## src/verilog/srfu_consts.svh

```systemverilog
`ifndef SRFU_CONSTS_SVH
`define SRFU_CONSTS_SVH

// Status flag positions
`define SRFU_FLAG_C 0
`define SRFU_FLAG_Z 1
`define SRFU_FLAG_N 2
`define SRFU_FLAG_V 3
`define SRFU_FLAG_S 4
`define SRFU_FLAG_H 5
`define SRFU_FLAG_T 6
`define SRFU_FLAG_I 7

`define SRFU_FLAGS_RST 8'h00

// APB byte offsets
`define SRFU_OFF_FLAGS 8'h00
`define SRFU_OFF_RESULT 8'h04
`define SRFU_OFF_CTRL 8'h08
`define SRFU_OFF_STATE 8'h0C

// Control register fields
`define SRFU_CTRL_EXEC_EN 0
`define SRFU_CTRL_BRK_EN 1
`define SRFU_CTRL_RST 2'h3

// State register fields
`define SRFU_STATE_HALT 0
`define SRFU_STATE_RDY 1

// Every documented operation finishes in this many clocks
`define SRFU_OP_CYCLES 1

`endif

```

## src/verilog/srfu_pkg.sv

```systemverilog
package srfu_pkg;

  typedef enum logic [4:0] {
    OP_IDLE_INSTRUCTION = 5'h00,
    OP_SHIFT_LEFT_LOGICAL = 5'h01,
    OP_SHIFT_RIGHT_LOGICAL = 5'h02,
    OP_ROTATE_LEFT_VIA_CARRY = 5'h03,
    OP_ROTATE_RIGHT_VIA_CARRY = 5'h04,
    OP_SHIFT_RIGHT_ARITH = 5'h05,
    OP_NIBBLE_EXCHANGE = 5'h06,
    OP_FLAG_SET_BY_INDEX = 5'h07,
    OP_FLAG_CLEAR_BY_INDEX = 5'h08,
    OP_BIT_TO_TRANSFER_FLAG = 5'h09,
    OP_TRANSFER_FLAG_TO_BIT = 5'h0A,
    OP_CARRY_SET = 5'h0B,
    OP_CARRY_CLEAR = 5'h0C,
    OP_NEGATIVE_SET = 5'h0D,
    OP_NEGATIVE_CLEAR = 5'h0E,
    OP_ZERO_SET = 5'h0F,
    OP_ZERO_CLEAR = 5'h10,
    OP_IRQ_ENABLE = 5'h11,
    OP_IRQ_DISABLE = 5'h12,
    OP_SIGNED_FLAG_SET_OP = 5'h13,
    OP_SIGNED_FLAG_CLEAR_OP = 5'h14,
    OP_OVERFLOW_FLAG_SET_OP = 5'h15,
    OP_OVERFLOW_FLAG_CLEAR_OP = 5'h16,
    OP_TRANSFER_FLAG_SET_OP = 5'h17,
    OP_TRANSFER_FLAG_CLEAR_OP = 5'h18,
    OP_HALF_CARRY_CLEAR_OP = 5'h19,
    OP_SLEEP = 5'h1A,
    OP_WATCHDOG_RESTART_OP = 5'h1B,
    OP_DEBUG_BREAK = 5'h1C
  } srfu_op_e;

  typedef enum logic [0:0] {
    ST_RUN = 1'b0,
    ST_HALT = 1'b1
  } srfu_state_e;

endpackage

```

## src/verilog/srfu_apb_regs.sv

```systemverilog
`timescale 1ns/1ps
`include "srfu_consts.svh"

module srfu_apb_regs import srfu_pkg::*; #(
  parameter int ADDR_W = 8,
  parameter int DATA_W = 8
) (
  input wire logic core_clk,
  input wire logic resetn,
  input wire logic core_ce,
  input wire logic psel,
  input wire logic penable,
  input wire logic pwrite,
  input wire logic [ADDR_W-1:0] paddr,
  input wire logic [31:0] pwdata,
  input wire logic [3:0] pstrb,
  output logic [31:0] prdata,
  output logic pready,
  output logic pslverr,
  input wire logic [7:0] flags,
  input wire logic [DATA_W-1:0] result,
  input wire logic halted,
  input wire logic op_ready,
  output logic exec_en,
  output logic brk_en,
  output logic flags_we,
  output logic [7:0] flags_wdata
);

  typedef struct packed {
    logic [1:0] ctrl;
    logic pready;
    logic pslverr;
    logic [31:0] prdata;
  } apb_s;

  localparam apb_s APB_RST = '{ctrl: `SRFU_CTRL_RST, pready: 1'b0,
                              pslverr: 1'b0, prdata: 32'h0000_0000};

  apb_s q_r;
  apb_s q_nxt;
  logic wr_fire;

  function automatic logic hit(input logic [ADDR_W-1:0] a,
                               input logic [7:0] off);
    hit = (a == ADDR_W'(off));
  endfunction

  // Write lands on the edge where the master sees pready
  assign wr_fire = psel && penable && q_r.pready && pwrite && !q_r.pslverr;
  assign flags_we = wr_fire && hit(paddr, `SRFU_OFF_FLAGS) && pstrb[0];
  assign flags_wdata = pwdata[7:0];

  always_comb begin
    q_nxt = q_r;
    q_nxt.pready = 1'b0;
    q_nxt.pslverr = 1'b0;
    if (psel && penable && !q_r.pready) begin
      q_nxt.pready = 1'b1;
      q_nxt.prdata = 32'h0000_0000;
      if (hit(paddr, `SRFU_OFF_FLAGS)) begin
        q_nxt.prdata = {24'h00_0000, flags};
      end else if (hit(paddr, `SRFU_OFF_RESULT)) begin
        q_nxt.prdata = 32'(result);
      end else if (hit(paddr, `SRFU_OFF_CTRL)) begin
        q_nxt.prdata = {30'h0000_0000, q_r.ctrl};
      end else if (hit(paddr, `SRFU_OFF_STATE)) begin
        q_nxt.prdata = {30'h0000_0000, op_ready, halted};
      end else begin
        q_nxt.pslverr = 1'b1;
      end
    end
    if (wr_fire && hit(paddr, `SRFU_OFF_CTRL) && pstrb[0]) begin
      q_nxt.ctrl = pwdata[1:0];
    end
  end

  always_ff @(posedge core_clk or negedge resetn) begin
    if (!resetn) begin
      q_r <= APB_RST;
    end else if (core_ce) begin
      q_r <= q_nxt;
    end
  end

  assign prdata = q_r.prdata;
  assign pready = q_r.pready;
  assign pslverr = q_r.pslverr;
  assign exec_en = q_r.ctrl[`SRFU_CTRL_EXEC_EN];
  assign brk_en = q_r.ctrl[`SRFU_CTRL_BRK_EN];

endmodule // srfu_apb_regs

```

## src/verilog/srfu_top.sv

```systemverilog
`timescale 1ns/1ps
`include "srfu_consts.svh"

module srfu_top import srfu_pkg::*; #(
  parameter int DATA_W = 8,
  parameter int ADDR_W = 8
) (
  input wire logic core_clk,
  input wire logic resetn,
  input wire logic core_ce,
  input wire logic op_valid,
  input wire srfu_op_e op_code,
  input wire logic [DATA_W-1:0] op_src,
  input wire logic [$clog2(DATA_W)-1:0] op_bit,
  input wire logic [2:0] op_flag,
  input wire logic dbg_resume,
  output logic op_ready,
  output logic [DATA_W-1:0] res_data,
  output logic res_we,
  output logic [7:0] status_flags_reg,
  output logic sleep_req,
  output logic wdt_restart,
  output logic dbg_halted,
  input wire logic psel,
  input wire logic penable,
  input wire logic pwrite,
  input wire logic [ADDR_W-1:0] paddr,
  input wire logic [31:0] pwdata,
  input wire logic [3:0] pstrb,
  output logic [31:0] prdata,
  output logic pready,
  output logic pslverr
);

  localparam int MSB = DATA_W - 1;
  localparam int HALF = DATA_W / 2;

  if (DATA_W < 2 || (DATA_W % 2) != 0) begin : g_bad_width
    $error("DATA_W must be even and at least 2");
  end
  if (ADDR_W < 4) begin : g_bad_addr
    $error("ADDR_W too small for register map");
  end
  if (`SRFU_OP_CYCLES != 1) begin : g_bad_cycles
    $error("Datapath only serves single-clock operations");
  end
  if (DATA_W > 32) begin : g_bad_read
    $error("Result must fit the 32-bit read path");
  end
  if (ADDR_W > 32) begin : g_bad_paddr
    $error("APB address is at most 32 bits wide");
  end

  typedef struct packed {
    srfu_state_e state;
    logic [7:0] flags;
    logic [DATA_W-1:0] res;
    logic res_we;
    logic sleep;
    logic wdt;
    logic halted;
    logic rdy;
  } core_s;

  localparam core_s CORE_RST = '{state: ST_RUN, flags: `SRFU_FLAGS_RST,
                                res: '0, res_we: 1'b0, sleep: 1'b0,
                                wdt: 1'b0, halted: 1'b0, rdy: 1'b0};

  core_s q_r;
  core_s q_nxt;
  logic exec_en;
  logic brk_en;
  logic sw_flags_we;
  logic [7:0] sw_flags;
  logic accept;
  logic [DATA_W:0] sh;

  // Returns {carry_out, result}; non-shift codes pass through unused
  function automatic logic [DATA_W:0] shift_calc(input srfu_op_e op,
                                                 input logic [MSB:0] v,
                                                 input logic cin);
    case (op)
      OP_SHIFT_LEFT_LOGICAL: shift_calc = {v, 1'b0};
      OP_SHIFT_RIGHT_LOGICAL: shift_calc = {v[0], 1'b0, v[MSB:1]};
      OP_ROTATE_LEFT_VIA_CARRY: shift_calc = {v, cin};
      OP_ROTATE_RIGHT_VIA_CARRY: shift_calc = {v[0], cin, v[MSB:1]};
      OP_SHIFT_RIGHT_ARITH: shift_calc = {v[0], v[MSB], v[MSB:1]};
      default: shift_calc = {cin, v};
    endcase
  endfunction

  // Loads Z, C, N and V; S and H are left as they were
  function automatic logic [7:0] shift_flags(input logic [7:0] f,
                                             input logic [DATA_W:0] s);
    logic [7:0] o;
    o = f;
    o[`SRFU_FLAG_Z] = (s[MSB:0] == '0);
    o[`SRFU_FLAG_C] = s[DATA_W];
    o[`SRFU_FLAG_N] = s[MSB];
    o[`SRFU_FLAG_V] = s[MSB] ^ s[DATA_W];
    shift_flags = o;
  endfunction

  // Ops offered while not ready are dropped without a sign
  assign accept = op_valid && q_r.rdy;
  assign sh = shift_calc(op_code, op_src, q_r.flags[`SRFU_FLAG_C]);

  always_comb begin
    q_nxt = q_r;
    q_nxt.res_we = 1'b0;
    q_nxt.sleep = 1'b0;
    q_nxt.wdt = 1'b0;
    // Software write first so a same-cycle operation wins its bits
    if (sw_flags_we) begin
      q_nxt.flags = sw_flags;
    end
    unique case (q_r.state)
      ST_RUN: begin
        if (accept) begin
          unique case (op_code)
            OP_SHIFT_LEFT_LOGICAL: begin
              q_nxt.res = sh[MSB:0];
              q_nxt.res_we = 1'b1;
              q_nxt.flags = shift_flags(q_nxt.flags, sh);
            end
            OP_SHIFT_RIGHT_LOGICAL: begin
              q_nxt.res = sh[MSB:0];
              q_nxt.res_we = 1'b1;
              q_nxt.flags = shift_flags(q_nxt.flags, sh);
            end
            OP_ROTATE_LEFT_VIA_CARRY: begin
              q_nxt.res = sh[MSB:0];
              q_nxt.res_we = 1'b1;
              q_nxt.flags = shift_flags(q_nxt.flags, sh);
            end
            OP_ROTATE_RIGHT_VIA_CARRY: begin
              q_nxt.res = sh[MSB:0];
              q_nxt.res_we = 1'b1;
              q_nxt.flags = shift_flags(q_nxt.flags, sh);
            end
            OP_SHIFT_RIGHT_ARITH: begin
              q_nxt.res = sh[MSB:0];
              q_nxt.res_we = 1'b1;
              q_nxt.flags = shift_flags(q_nxt.flags, sh);
            end
            OP_NIBBLE_EXCHANGE: begin
              q_nxt.res = {op_src[HALF-1:0], op_src[MSB:HALF]};
              q_nxt.res_we = 1'b1;
            end
            OP_FLAG_SET_BY_INDEX: begin
              q_nxt.flags[op_flag] = 1'b1;
            end
            OP_FLAG_CLEAR_BY_INDEX: begin
              q_nxt.flags[op_flag] = 1'b0;
            end
            OP_BIT_TO_TRANSFER_FLAG: begin
              q_nxt.flags[`SRFU_FLAG_T] = op_src[op_bit];
            end
            OP_TRANSFER_FLAG_TO_BIT: begin
              q_nxt.res = op_src;
              q_nxt.res[op_bit] = q_r.flags[`SRFU_FLAG_T];
              q_nxt.res_we = 1'b1;
            end
            OP_CARRY_SET: begin
              q_nxt.flags[`SRFU_FLAG_C] = 1'b1;
            end
            OP_CARRY_CLEAR: begin
              q_nxt.flags[`SRFU_FLAG_C] = 1'b0;
            end
            OP_NEGATIVE_SET: begin
              q_nxt.flags[`SRFU_FLAG_N] = 1'b1;
            end
            OP_NEGATIVE_CLEAR: begin
              q_nxt.flags[`SRFU_FLAG_N] = 1'b0;
            end
            OP_ZERO_SET: begin
              q_nxt.flags[`SRFU_FLAG_Z] = 1'b1;
            end
            OP_ZERO_CLEAR: begin
              q_nxt.flags[`SRFU_FLAG_Z] = 1'b0;
            end
            OP_IRQ_ENABLE: begin
              q_nxt.flags[`SRFU_FLAG_I] = 1'b1;
            end
            OP_IRQ_DISABLE: begin
              q_nxt.flags[`SRFU_FLAG_I] = 1'b0;
            end
            OP_SIGNED_FLAG_SET_OP: begin
              q_nxt.flags[`SRFU_FLAG_S] = 1'b1;
            end
            OP_SIGNED_FLAG_CLEAR_OP: begin
              q_nxt.flags[`SRFU_FLAG_S] = 1'b0;
            end
            OP_OVERFLOW_FLAG_SET_OP: begin
              q_nxt.flags[`SRFU_FLAG_V] = 1'b1;
            end
            OP_OVERFLOW_FLAG_CLEAR_OP: begin
              q_nxt.flags[`SRFU_FLAG_V] = 1'b0;
            end
            OP_TRANSFER_FLAG_SET_OP: begin
              q_nxt.flags[`SRFU_FLAG_T] = 1'b1;
            end
            OP_TRANSFER_FLAG_CLEAR_OP: begin
              q_nxt.flags[`SRFU_FLAG_T] = 1'b0;
            end
            OP_HALF_CARRY_CLEAR_OP: begin
              q_nxt.flags[`SRFU_FLAG_H] = 1'b0;
            end
            OP_SLEEP: begin
              q_nxt.sleep = 1'b1;
            end
            OP_WATCHDOG_RESTART_OP: begin
              q_nxt.wdt = 1'b1;
            end
            OP_DEBUG_BREAK: begin
              // Without debug enabled the break behaves as an idle slot
              if (brk_en) begin
                q_nxt.state = ST_HALT;
              end
            end
            OP_IDLE_INSTRUCTION: begin
              q_nxt.res_we = 1'b0;
            end
            default: begin
              q_nxt.res_we = 1'b0;
            end
          endcase
        end
      end
      // Halted core refuses every op until the debugger lets go
      ST_HALT: begin
        if (dbg_resume) begin
          q_nxt.state = ST_RUN;
        end
      end
    endcase
    q_nxt.halted = (q_nxt.state == ST_HALT);
    // Ready follows the next state, so a break blocks the very next op
    q_nxt.rdy = (q_nxt.state == ST_RUN) && exec_en;
  end

  always_ff @(posedge core_clk or negedge resetn) begin
    if (!resetn) begin
      q_r <= CORE_RST;
    end else if (core_ce) begin
      q_r <= q_nxt;
    end
  end

  srfu_apb_regs #(
    .ADDR_W(ADDR_W),
    .DATA_W(DATA_W)
  ) u_regs (
    .core_clk(core_clk),
    .resetn(resetn),
    .core_ce(core_ce),
    .psel(psel),
    .penable(penable),
    .pwrite(pwrite),
    .paddr(paddr),
    .pwdata(pwdata),
    .pstrb(pstrb),
    .prdata(prdata),
    .pready(pready),
    .pslverr(pslverr),
    .flags(q_r.flags),
    .result(q_r.res),
    .halted(q_r.halted),
    .op_ready(q_r.rdy),
    .exec_en(exec_en),
    .brk_en(brk_en),
    .flags_we(sw_flags_we),
    .flags_wdata(sw_flags)
  );

  assign op_ready = q_r.rdy;
  assign res_data = q_r.res;
  assign res_we = q_r.res_we;
  assign status_flags_reg = q_r.flags;
  assign sleep_req = q_r.sleep;
  assign wdt_restart = q_r.wdt;
  assign dbg_halted = q_r.halted;

endmodule // srfu_top

```

## config.mk

```make
export PLATFORM = sky130hd
export DESIGN_NAME = srfu_top
export DESIGN_NICKNAME = d
export VERILOG_FILES = /design/src/verilog/srfu_pkg.sv /design/src/verilog/srfu_apb_regs.sv /design/src/verilog/srfu_top.sv
export VERILOG_INCLUDE_DIRS = /design/src /design/src/verilog
export SDC_FILE = /design/constraint.sdc
export NUM_CORES = 1
export LEC_CHECK = 0
export ABC_AREA = 1
export BUFFER_PORTS_ARGS = -buffer_cell sky130_fd_sc_hd__buf_2
export CAP_MARGIN = 20
export CORE_ASPECT_RATIO = 0.6
export CORE_UTILIZATION = 40
export CTS_BUF_LIST = sky130_fd_sc_hd__clkbuf_8 sky130_fd_sc_hd__clkbuf_16
export CTS_CLUSTER_DIAMETER = 50
export DETAILED_ROUTE_END_ITERATION = 10
export PLACE_DENSITY = 0.69
export SLEW_MARGIN = 25
export SYNTH_ARGS = -nofsm -noshare
export SYNTH_HDL_FRONTEND = slang
export SYNTH_SLANG_ARGS = --single-unit
```

## constraint.sdc

```tcl
create_clock -name core_clk -period 2.4 [get_ports core_clk]
set_input_delay 0.36 -clock core_clk [delete_from_list [all_inputs] [get_ports core_clk]]
set_output_delay 0.36 -clock core_clk [all_outputs]
set_load 0.02 [all_outputs]
```

# Yosys cells after proc, flatten, opt, wreduce, memory -nomap -nowiden
# Index checks and enable logic that the tools add are counted.
# word_totals
word_cells	111
out_inout_bits	55
reg_bits	57
# classes
n_bitwise	6
reduce_logical	23
eq_ne	31
muxes	36
order_cmp	4
# op_table
cell	count
$mux 32	3
$eq 5x5->1 const B	13
$pmux 9 s5	1
$eq 5x4->1 const B	8
$mux 34	1
$pmux 1 s5	5
$pmux 8 s3	1
$eq 5x3->1 const B	4
$mux 20	1
$mux 19	1
$eq 8x4->1 const B	2
$logic_not 8->1	2
$logic_and 1x1->1	13
$mux 1	13
$eq 5x2->1 const B	2
$and 8x8->8	1
$bwmux 8	1
$eq 8x3->1 const B	1
$lt 3x4->1 const B	2
$mux 8	1
$not 8->8	1
$or 8x8->8	1
$pmux 1 s4	2
$reduce_or 7->1	1
other kinds (14)	19

# Depth between registers and ports, before layout
# Gate-level depths: netlist of the first run.
# logic_depth
word_depth	13
depth_mapped	14
ltp_nobuf	14

# Hierarchy
# From an unflattened synthesis of the first run, not the netlist that was laid out.
# hier_totals
hier_cells	463
hier_area_um2	3129.3
# modules_own_cells
mod	cells_each	seq_area_each_um2	n_inst	area_each_um2
srfu_top	327	525.5	1	2077.0
srfu_apb_regs	136	302.8	1	1052.3

# Worst setup path after synthesis of the first run
# No wires, ideal clock.
# synth_timing
path_type	register -> register
from	register u_regs.q_r, in the netlist u_regs.pslverr
to	register q_r, in the netlist status_flags_reg[2]
setup_time_ns	0.132
path_stages_with_launch	12
t_arrival_ns	1.511
path_slack_ns	0.757
cell_sequence	dfrtp_1 -> inv_1 -> nand4_1 -> nor2_1 -> nand2_1 -> buf_2 -> o21ai_1 -> nand2_1 -> o211ai_1 -> nand2_1 -> nand2_1 -> o21ai_0
# synth_via
elab_chain_cells	9
elab_cells_between_ends	10
cone_classes	4 x mux; 2 x bitwise; 4 x reduce/logical
# synth_lines
item	line	text
start, declared	srfu_apb_regs.sv:40	apb_s q_r;
start signal, assigned	srfu_apb_regs.sv:82	q_r <= q_nxt;
$logic_not 1->1 (*)	srfu_apb_regs.sv:50	assign wr_fire = psel && penable && q_r.pready && pwrite && !q_r.pslverr;
$logic_and 1x1->1 (*)	srfu_apb_regs.sv:50	
$logic_and 1x1->1 (*) (2 in series)	srfu_apb_regs.sv:51	assign flags_we = wr_fire && hit(paddr, `SRFU_OFF_FLAGS) && pstrb[0];
$mux 8 (*)	srfu_top.sv:114	if (sw_flags_we) begin
$and 8x8->8 (no source line) / $or 8x8->8 (equally long branches)	-	
$pmux 1 s5	srfu_top.sv:120	unique case (op_code)
$mux 20	srfu_top.sv:119	if (accept) begin
$mux 19 (*)	srfu_top.sv:117	unique case (q_r.state)
end signal, assigned	srfu_top.sv:246	q_r <= q_nxt;
end, declared	srfu_top.sv:69	core_s q_r;
# Every way passes the cells marked *; elsewhere a longest branch is shown, timed or not.
# A chain may end at the register's enable or synchronous reset.

# Final worst setup path of the first run
# layout_timing
from	register u_regs.q_r, in the netlist u_regs.pslverr
to	register q_r, in the netlist status_flags_reg[1]
# The elaborated chain is that of the path after synthesis.

==> results of run 1 <==
## cell usage after synthesis, types with 2 or more instances
cell | number | area (um^2)
dfrtp_1 | 31 | 775.7
mux2_2 | 8 | 90.09
o22a_1 | 2 | 17.52
o221ai_1 | 2 | 17.52
nand3_1 | 27 | 135.1
buf_4 | 24 | 180.2
nor2_1 | 41 | 153.9
o21ai_1 | 17 | 85.08
nand2_1 | 94 | 352.8
nand3b_1 | 3 | 22.52
nor2_4 | 4 | 45.04
a21oi_1 | 18 | 90.09
nor2_2 | 8 | 50.05
dfstp_2 | 2 | 52.55
a32o_1 | 2 | 20.02
nand4_1 | 6 | 37.54
o22ai_1 | 10 | 62.56
nand3_2 | 3 | 30.03
o211ai_1 | 6 | 45.04
o21ai_0 | 34 | 170.2
nor3_1 | 10 | 50.05
a32oi_1 | 2 | 17.52
buf_2 | 2 | 10.01
inv_1 | 55 | 206.5
inv_4 | 2 | 12.51
clkbuf_1 | 2 | 7.510
nand2_2 | 2 | 12.51
inv_2 | 6 | 22.52
## worst max path at each step
stage	endpoint	slack (ps)	cells past startpoint
after floorplan	status_flags_reg[2]$_DFFE_PN0P_	760	11
after detailed placement	status_flags_reg[1]$_DFFE_PN0P_	450	10
final	status_flags_reg[1]$_DFFE_PN0P_	500	10
after CTS	status_flags_reg[1]$_DFFE_PN0P_	470	10
after global routing	status_flags_reg[1]$_DFFE_PN0P_	230	10
after global placement	status_flags_reg[1]$_DFFE_PN0P_	450	10
## routing by layer
metal | global-route usage | vias up | share of wire
met3 | 0.05403 | 5 | 0.098
met2 | 0.3323 | 141 | 0.40
met4 | 0.04223 | 0 | 0.0043
li1 | - | 1555 | -
met5 | 0 | - | 0
met1 | 0.3500 | 1458 | 0.49
## power by group
group / total [W] / internal, W / switching [W]
Sequential: 0.000616 / 0.000591 / 0.0000248
Combinational: 0.000432 / 0.000126 / 0.000306
Clock: 0.000749 / 0.000491 / 0.000258
## logic make-up after synthesis
logic type / count (synthesis)
AOI/OAI and AO/OA: 100
DFF: 33
and+or+nand+nor: 201
other: 1
muxes: 8
buffers and inverters: 93
## layout make-up
class	count	area, um^2
Inverter	64	245.2
Sequential cell	33	828.3
Clock buffer	5	125.1
Tap cell	87	108.9
Fill cell	684	3377
Timing Repair Buffer	77	392.9
Multi-Input combinational cell	333	1697
Clock inverter	3	46.29
## stage by stage
stage,instances,util,hold slack (ps),worst slack [ps]
after global routing,602,0.5049,207.2,232.8
after global placement,594,0.4797,458.2,447.5
after floorplan,459,-,64.41,757.3
after CTS,602,0.5049,160.0,467.9
after detailed placement,594,0.4797,466.0,452.0
final,602,0.5049,145.1,496.3
==> impl_metrics.toml, run 1 <==
[sta]
finalSetupViolCount = 0
fin_crit_sh = 0.7932
tightest_slew_ps = 759.8
slew_headroom = 0.4935
drv_slew = 0
tns_ps = 0
clock-skew-final_ps = 9.089
rsz0062_at_grt = "false"
fin_crit_ps = 1904
max_freq_mhz = 525.3
finalHoldViolCount = 0

[floorplanning]
io-pin-count = 126
die_h_um = 67.87
die_w_um = 111.8
initial_core_util = 0.4241
dieArea_um2 = 7587
placementRows = 23
coreArea_um2 = 6820

[worst_setup_path]
crit_required_ps = 2580
worstSetupPathType = "flop to flop"
critical-path-top-delay-family = "simple AND/OR/NAND/NOR gates"
slowest_stage = "dfrtp_1"
r2r-end = "status_flags_reg[1]$_DFFE_PN0P_"
crit_top_cell = "nand2_1"
r2r_slack_ps = 500
start_kind = "flop"
ff2ff_path_depth = 10
arrival_ps = 2080
startpoint = "u_regs.pslverr$_DFFE_PN0P_"
critPathMaxStageDelay_ps = 370
cp_cell_sequence = "inv_1 > nand4_1 > nor2_1 > nand2_1 > o21ai_0 > a21oi_1 > nor2_1 > nand2_1 > nand2_1 > nand2_1"
path_max_fanout = 14
end_kind = "flop"
reg2reg_from = "u_regs.pslverr$_DFFE_PN0P_"
critical_path_buf_inv_count = 1

[yosys]
synth_warnings = 0
synth-main-ff-cell = "dfrtp_1"
yosysUniqueCellTypes = 41
netlist_instances = 436
ys_seq_area_frac = 0.2863
synth-edff-count = 0
netlist_area_um2 = 2893
synth_top_family_by_area = "simple AND/OR/NAND/NOR gates"
yosys_register_bits = 33
synth-simple-area-share = 0.3209
synth-compound-area-share = 0.2033
synthMuxAreaShare = 0.03114
synthAdderAreaFrac = 0
synth_xor_area_frac = 0
async_flop_share = 1.000
avgSynthCellArea_um2 = 6.635

[grt]
antenna_found_initial = 0
grt-ovfl-total = 0
grt_max_degree = 34
grt_usage = 0.2311
grt_first_pass_wirelength_um = 13410
grt_pass1_vias = 2694

[drt]
dr.pass1.iters = 8
drcViolationCount = 5
drtAntennaViolNets = 0
finalWirelength_um = 8804
vias = 3159
wire_per_inst_um = 14.62
vias_per_cell = 5.248
drtIter0Drc = 238

[cts]
root_buffer = "clkbuf_16"
cts_hold_buf = 0
clock_sinks = 33
cts.repair.resized = 0
htree_num_levels = 2
cts_tree = "done"
cts_setup_buffers = 0
clockBufferDepth = 2
cts_buffers = 5
insertion_delay_ps = 280
clk_pin_slew_ps = 60

[flow_run]
drv_cap = 0

[layout]
most-common-layout-cells = "nand2_1, buf_2, inv_1, nor2_1, o21ai_0"
final_common_cell = "nand2_1"
layout-drive-gt1-share = 0.2388
final_area_um2 = 3443
area_growth_pct = 19.03
fin_nets = 585
n_antenna_cell = 0

[placement]
place_hpwl_um = 7097
dpl_cell_area_um2 = 3272
place_congestion = 0.9264
numPortBuffers = 74

[pwr]
vdd_ir_drop_max_mv = 0.2635
total_power_w = 0.001797
power.density_nw_per_um2 = 521.8
leakagePower_nw = 1.819

[status]
violations = "design-rule violations"
status = "finished, violations left"

[worst_hold_path]
worstHoldPathType = "input pin to asynchronous set/reset pin"
No activity file was read; power rests on OpenSTA's default activity.
==> run 2, diff against run 1 <==
==> constraint.sdc (replaced) <==
create_clock -name core_clk -period 1.8 [get_ports core_clk]
set_input_delay 0.27 -clock core_clk [delete_from_list [all_inputs] [get_ports core_clk]]
set_output_delay 0.27 -clock core_clk [all_outputs]
set_load 0.02 [all_outputs]
==> run 2 against run 1 <==
The flow still finishes with violations (design-rule violations). Clock skew is 5.7 ps lower. Critical path depth is 1 lower. Utilization is 2.0 points higher. Sequential cell count stayed put. Largest power group unchanged. Final cell count is 3.0% higher. Combinational power is 38% higher. Total power is 34% higher. Sequential power is 33% higher. Critical path type unchanged. Die area stayed put.
==> impl_metrics.toml, run 2 (synthesized netlist as in run 1, its figures left out) <==
[drt]
drcViolationCount = 5
drtAntennaViolNets = 0
drtIter0Drc = 243
vias = 3265
vias_per_cell = 5.266
finalWirelength_um = 9077
dr.pass1.iters = 8
wire_per_inst_um = 14.64

[sta]
rsz0062_at_grt = "false"
finalHoldViolCount = 0
drv_slew = 0
fin_ws_ps = 181.2
clock-skew-final_ps = 3.361
fin_crit_sh = 0.8993
tightest_slew_ps = 756.8
max_freq_mhz = 617.7
slew_headroom = 0.4954
tns_ps = 0
finalSetupViolCount = 0
fin_crit_ps = 1619
fin_hold_ws_ps = 49.36

[cts]
htree_num_levels = 2
root_buffer = "clkbuf_16"
cts_hold_buf = 0
clockBufferDepth = 2
insertion_delay_ps = 280
cts_buffers = 5
clk_pin_slew_ps = 50
cts_tree = "done"
clock_sinks = 33
cts_setup_buffers = 0
cts.repair.resized = 0

[worst_setup_path]
end_kind = "flop"
arrival_ps = 1780
path_max_fanout = 6
crit_required_ps = 1960
r2r_slack_ps = 180
start_kind = "flop"
worstSetupPathType = "flop to flop"

[placement]
numPortBuffers = 74
dp_worst_setup_slack_ps = 11.41
place_hpwl_um = 7289
place_congestion = 0.9389

[floorplanning]
die_h_um = 67.87
die_w_um = 111.8
io-pin-count = 126
coreArea_um2 = 6820
dieArea_um2 = 7587
initial_core_util = 0.4241
placementRows = 23

[status]
violations = "design-rule violations"
status = "finished, violations left"

[layout]
area_growth_pct = 23.70
fin_nets = 603
most-common-layout-cells = "nand2_1, buf_2, inv_1, nor2_1, o21ai_0"
final_common_cell = "nand2_1"
n_antenna_cell = 0
layout-drive-gt1-share = 0.2645

[grt]
grt-ovfl-total = 0
grt_first_pass_wirelength_um = 13950
grt_usage = 0.2425
grt_max_degree = 34
grt_pass1_vias = 2823
antenna_found_initial = 0

[flow_run]
drv_cap = 0

[pwr]
leakagePower_nw = 1.905
power.density_nw_per_um2 = 671.8
total_power_w = 0.002404
vdd_ir_drop_max_mv = 0.4396

[worst_hold_path]
worstHoldPathType = "input pin to asynchronous set/reset pin"
## run 2: cell count changes in the layout (fill, tap and decap cells not counted)
cell   previous run  this run
buf_4             3        21
## run 2: per-stage QoR
stage	instances	instance area, um^2	utilization
final	620	3578	0.5247
after detailed placement	612	3407	0.4995
after floorplan	459	2979	-
after global placement	612	3407	0.4995
after CTS	620	3578	0.5247
after global routing	620	3578	0.5247
## run 2: power by group
group | switching, W | leakage, nW | internal, W | total (W)
registers | 0.0000324 | 0.398 | 0.000788 | 0.000820
clock network | 0.000334 | 0.0800 | 0.000654 | 0.000989
logic | 0.000414 | 1.43 | 0.000181 | 0.000595
total | 0.000781 | 1.91 | 0.00162 | 0.00240
## run 2: area by class of cell
| type | count | area (um^2) |
|---|---|---|
| Multi-Input combinational cell | 333 | 1697 |
| Clock buffer | 5 | 125.1 |
| Clock inverter | 3 | 46.29 |
| Fill cell | 713 | 3242 |
| Inverter | 64 | 245.2 |
| Tap cell | 87 | 108.9 |
| Timing Repair Buffer | 95 | 528.0 |
| Sequential cell | 33 | 828.3 |
## run 2: critical path, cell delays in order (launching register included)
cell	delay [ps]
dfrtp_1	370
inv_1	60
nand4_1	70
nor2_1	150
nand2_1	110
buf_4	170
o21ai_0	230
a21oi_1	100
o21ai_1	130
o21ai_1	80
## run 2: layer usage
metal | up-vias | share of wire | track usage
li1 | 1600 | - | -
met4 | 0 | 0.0051 | 0.03547
met5 | - | 0 | 0
met2 | 139 | 0.42 | 0.3571
met3 | 7 | 0.11 | 0.07883
met1 | 1519 | 0.46 | 0.3504
## run 2: path summary, 6_finish.rpt
path                                              start                         endpoint  cells after the start
max in group asynchronous                        resetn     u_regs.prdata[0]$_DFFE_PN0P_                      1
min in group core_clk                         pwdata[0]       u_regs.exec_en$_DFFE_PN1P_                      2
hold / removal                                   resetn       u_regs.pslverr$_DFFE_PN0P_                      1
setup / recovery             u_regs.pslverr$_DFFE_PN0P_  status_flags_reg[7]$_DFFE_PN0P_                      9
hold reg to reg            u_regs.prdata[2]$_DFFE_PN0P_     u_regs.prdata[2]$_DFFE_PN0P_                      1
setup reg to reg             u_regs.pslverr$_DFFE_PN0P_  status_flags_reg[7]$_DFFE_PN0P_                      9
==> run 3, diff against run 2 <==
--- a/config.mk
+++ b/config.mk
@@ -10,6 +10,7 @@
 export BUFFER_PORTS_ARGS = -buffer_cell sky130_fd_sc_hd__buf_2
 export CAP_MARGIN = 20
 export CORE_ASPECT_RATIO = 0.6
+export CORE_MARGIN = 5
 export CORE_UTILIZATION = 40
 export CTS_BUF_LIST = sky130_fd_sc_hd__clkbuf_8 sky130_fd_sc_hd__clkbuf_16
 export CTS_CLUSTER_DIAMETER = 50
==> constraint.sdc (replaced) <==
create_clock -name core_clk -period 1.8 [get_ports core_clk]
set_input_delay 0.27 -clock core_clk [delete_from_list [all_inputs] [get_ports core_clk]]
set_output_delay 0.27 -clock core_clk [all_outputs]
set_load 0.01 [all_outputs]
==> run 3 against run 2 <==
The run now ends clean. Sequential cell count is the same. Fmax shrank 2.5%. Non-clock buffer count is 2 higher. Hold slack gained 9.3 ps. Register-to-register slack got worse by 40 ps. Routed wire length grew 4.8%. First-iteration DRC count down 27%. Largest power group unchanged.
==> impl_metrics.toml, run 3 (synthesized netlist as in run 1, its figures left out) <==
[sta]
clock-skew-final_ps = 3.010
slew_headroom = 0.4855
max_freq_mhz = 602.2
tns_ps = 0
tightest_slew_ps = 771.7
drv_slew = 0
fin_crit_ps = 1661
rsz0062_at_grt = "false"
fin_hold_ws_ps = 58.63
finalSetupViolCount = 0
fin_crit_sh = 0.9226
finalHoldViolCount = 0

[worst_setup_path]
start_kind = "flop"
end_kind = "flop"
critPathMaxStageDelay_ps = 380
worstSetupPathDepth = 9
arrival_ps = 1820
ff2ff_path_depth = 9
critical-path-top-delay-family = "compound AO/OA/AOI/OAI gates"
slowest_stage = "dfrtp_1"
crit_required_ps = 1960
crit_top_cell = "o21ai_1"
worstSetupPathType = "flop to flop"
cp_cell_sequence = "inv_1 > nand4_1 > nor2_1 > nand2_1 > buf_4 > o21ai_0 > a21oi_1 > o21ai_1 > o21ai_1"
critical_path_buf_inv_count = 2
path_max_fanout = 6

[cts]
cts_buffers = 5
insertion_delay_ps = 280
cts_tree = "done"
cts.repair.resized = 0
clk_pin_slew_ps = 50
cts_hold_buf = 0
htree_num_levels = 2
cts_setup_buffers = 0
root_buffer = "clkbuf_16"
clockBufferDepth = 2
clock_sinks = 33

[worst_hold_path]
worstHoldPathType = "input pin to asynchronous set/reset pin"

[layout]
final_util = 0.5053
most-common-layout-cells = "nand2_1, buf_2, inv_1, nor2_1, o21ai_0"
fin_nets = 605
area_growth_pct = 24.83
layout-drive-gt1-share = 0.2673
final_common_cell = "nand2_1"
fin_cells = 626
n_antenna_cell = 0
final_area_um2 = 3611
fillers = 740

[pwr]
leakagePower_nw = 1.920
power_frac_seq = 0.348
clkPwrFrac = 0.419
power.density_nw_per_um2 = 652.2
combPwrFrac = 0.233
netSwitchingPower_w = 0.0007263
p_int_w = 0.001629
swShare = 0.3084
vdd_ir_drop_max_mv = 0.4060

[placement]
numPortBuffers = 74
place_inst = 618
dpl_cell_area_um2 = 3440
place_congestion = 0.9222
place_hpwl_um = 7729

[grt]
grt_max_degree = 34
grt-ovfl-total = 0
antenna_found_initial = 0
grt_pass1_vias = 3019
grt_usage = 0.2092
grt_first_pass_wirelength_um = 15040

[drt]
wire_per_inst_um = 15.20
finalWirelength_um = 9517
vias = 3287
drtAntennaViolNets = 0
dr.pass1.iters = 4
drcViolationCount = 0
vias_per_cell = 5.251
drtIter0Drc = 177

[floorplanning]
initial_core_util = 0.4048
die_w_um = 119.8
placementRows = 24
coreArea_um2 = 7147
die_h_um = 75.87
io-pin-count = 126
dieArea_um2 = 9088

[status]
status = "finished, final reports clean"

[flow_run]
drv_cap = 0
-- run 3: cell count changes in the layout (fill, tap and decap cells not counted) --
cell,previous run,this run
buf_4,21,22
buf_12,0,1
-- run 3: path summary, 6_finish.rpt --
check | start | slack [ps] | endpoint
min in group core_clk | pwdata[0] | 270 | u_regs.exec_en$_DFFE_PN1P_
max | u_regs.pslverr$_DFFE_PN0P_ | 140 | status_flags_reg[7]$_DFFE_PN0P_
min reg2reg | u_regs.prdata[6]$_DFFE_PN0P_ | 500 | u_regs.prdata[6]$_DFFE_PN0P_
min | resetn | 60 | status_flags_reg[4]$_DFFE_PN0P_
max reg2reg | u_regs.pslverr$_DFFE_PN0P_ | 140 | status_flags_reg[7]$_DFFE_PN0P_
max in group asynchronous | resetn | 1240 | res_data[6]$_DFFE_PN0P_
-- run 3: cell type report --
type / count / area, um^2 / share of cell area
clock buffer: 5 / 125.1 / 0.03465
clock inverter: 3 / 46.29 / 0.01282
inverter: 64 / 245.2 / 0.06791
multi-input combinational: 333 / 1697 / 0.4699
sequential: 33 / 828.3 / 0.2294
tap: 91 / 113.9 / 0.03153
timing repair buffer: 97 / 555.5 / 0.1538
-- run 3: metrics by stage --
stage	power, W	setup slack [ps]
global route	0.002478	12.34
floorplan	0.001163	220.3
finish	0.002355	139.3
global placement	0.001362	83.26
detailed placement	0.001370	35.37
CTS	0.002369	122.0
-- run 3: power groups by stage --
stage	Sequential, W	Clock, W	Combinational, W
6_report	0.000820	0.000987	0.000548
5_1_grt	0.000827	0.00104	0.000608
4_1_cts	0.000821	0.00101	0.000541
3_5_place_dp	0.000834	0	0.000537
3_3_place_gp	0.000832	0	0.000530
2_1_floorplan	0.000851	0	0.000312
-- run 3: per-layer routing --
| metal | global-route usage | up-vias | wire length [um] |
|---|---|---|---|
| li1 | - | 1602 | - |
| met1 | 0.3122 | 1540 | 4592 |
| met2 | 0.3288 | 143 | 4030 |
| met3 | 0.03932 | 2 | 880 |
| met4 | 0.01904 | 0 | 14 |
| met5 | 0 | - | 0 |
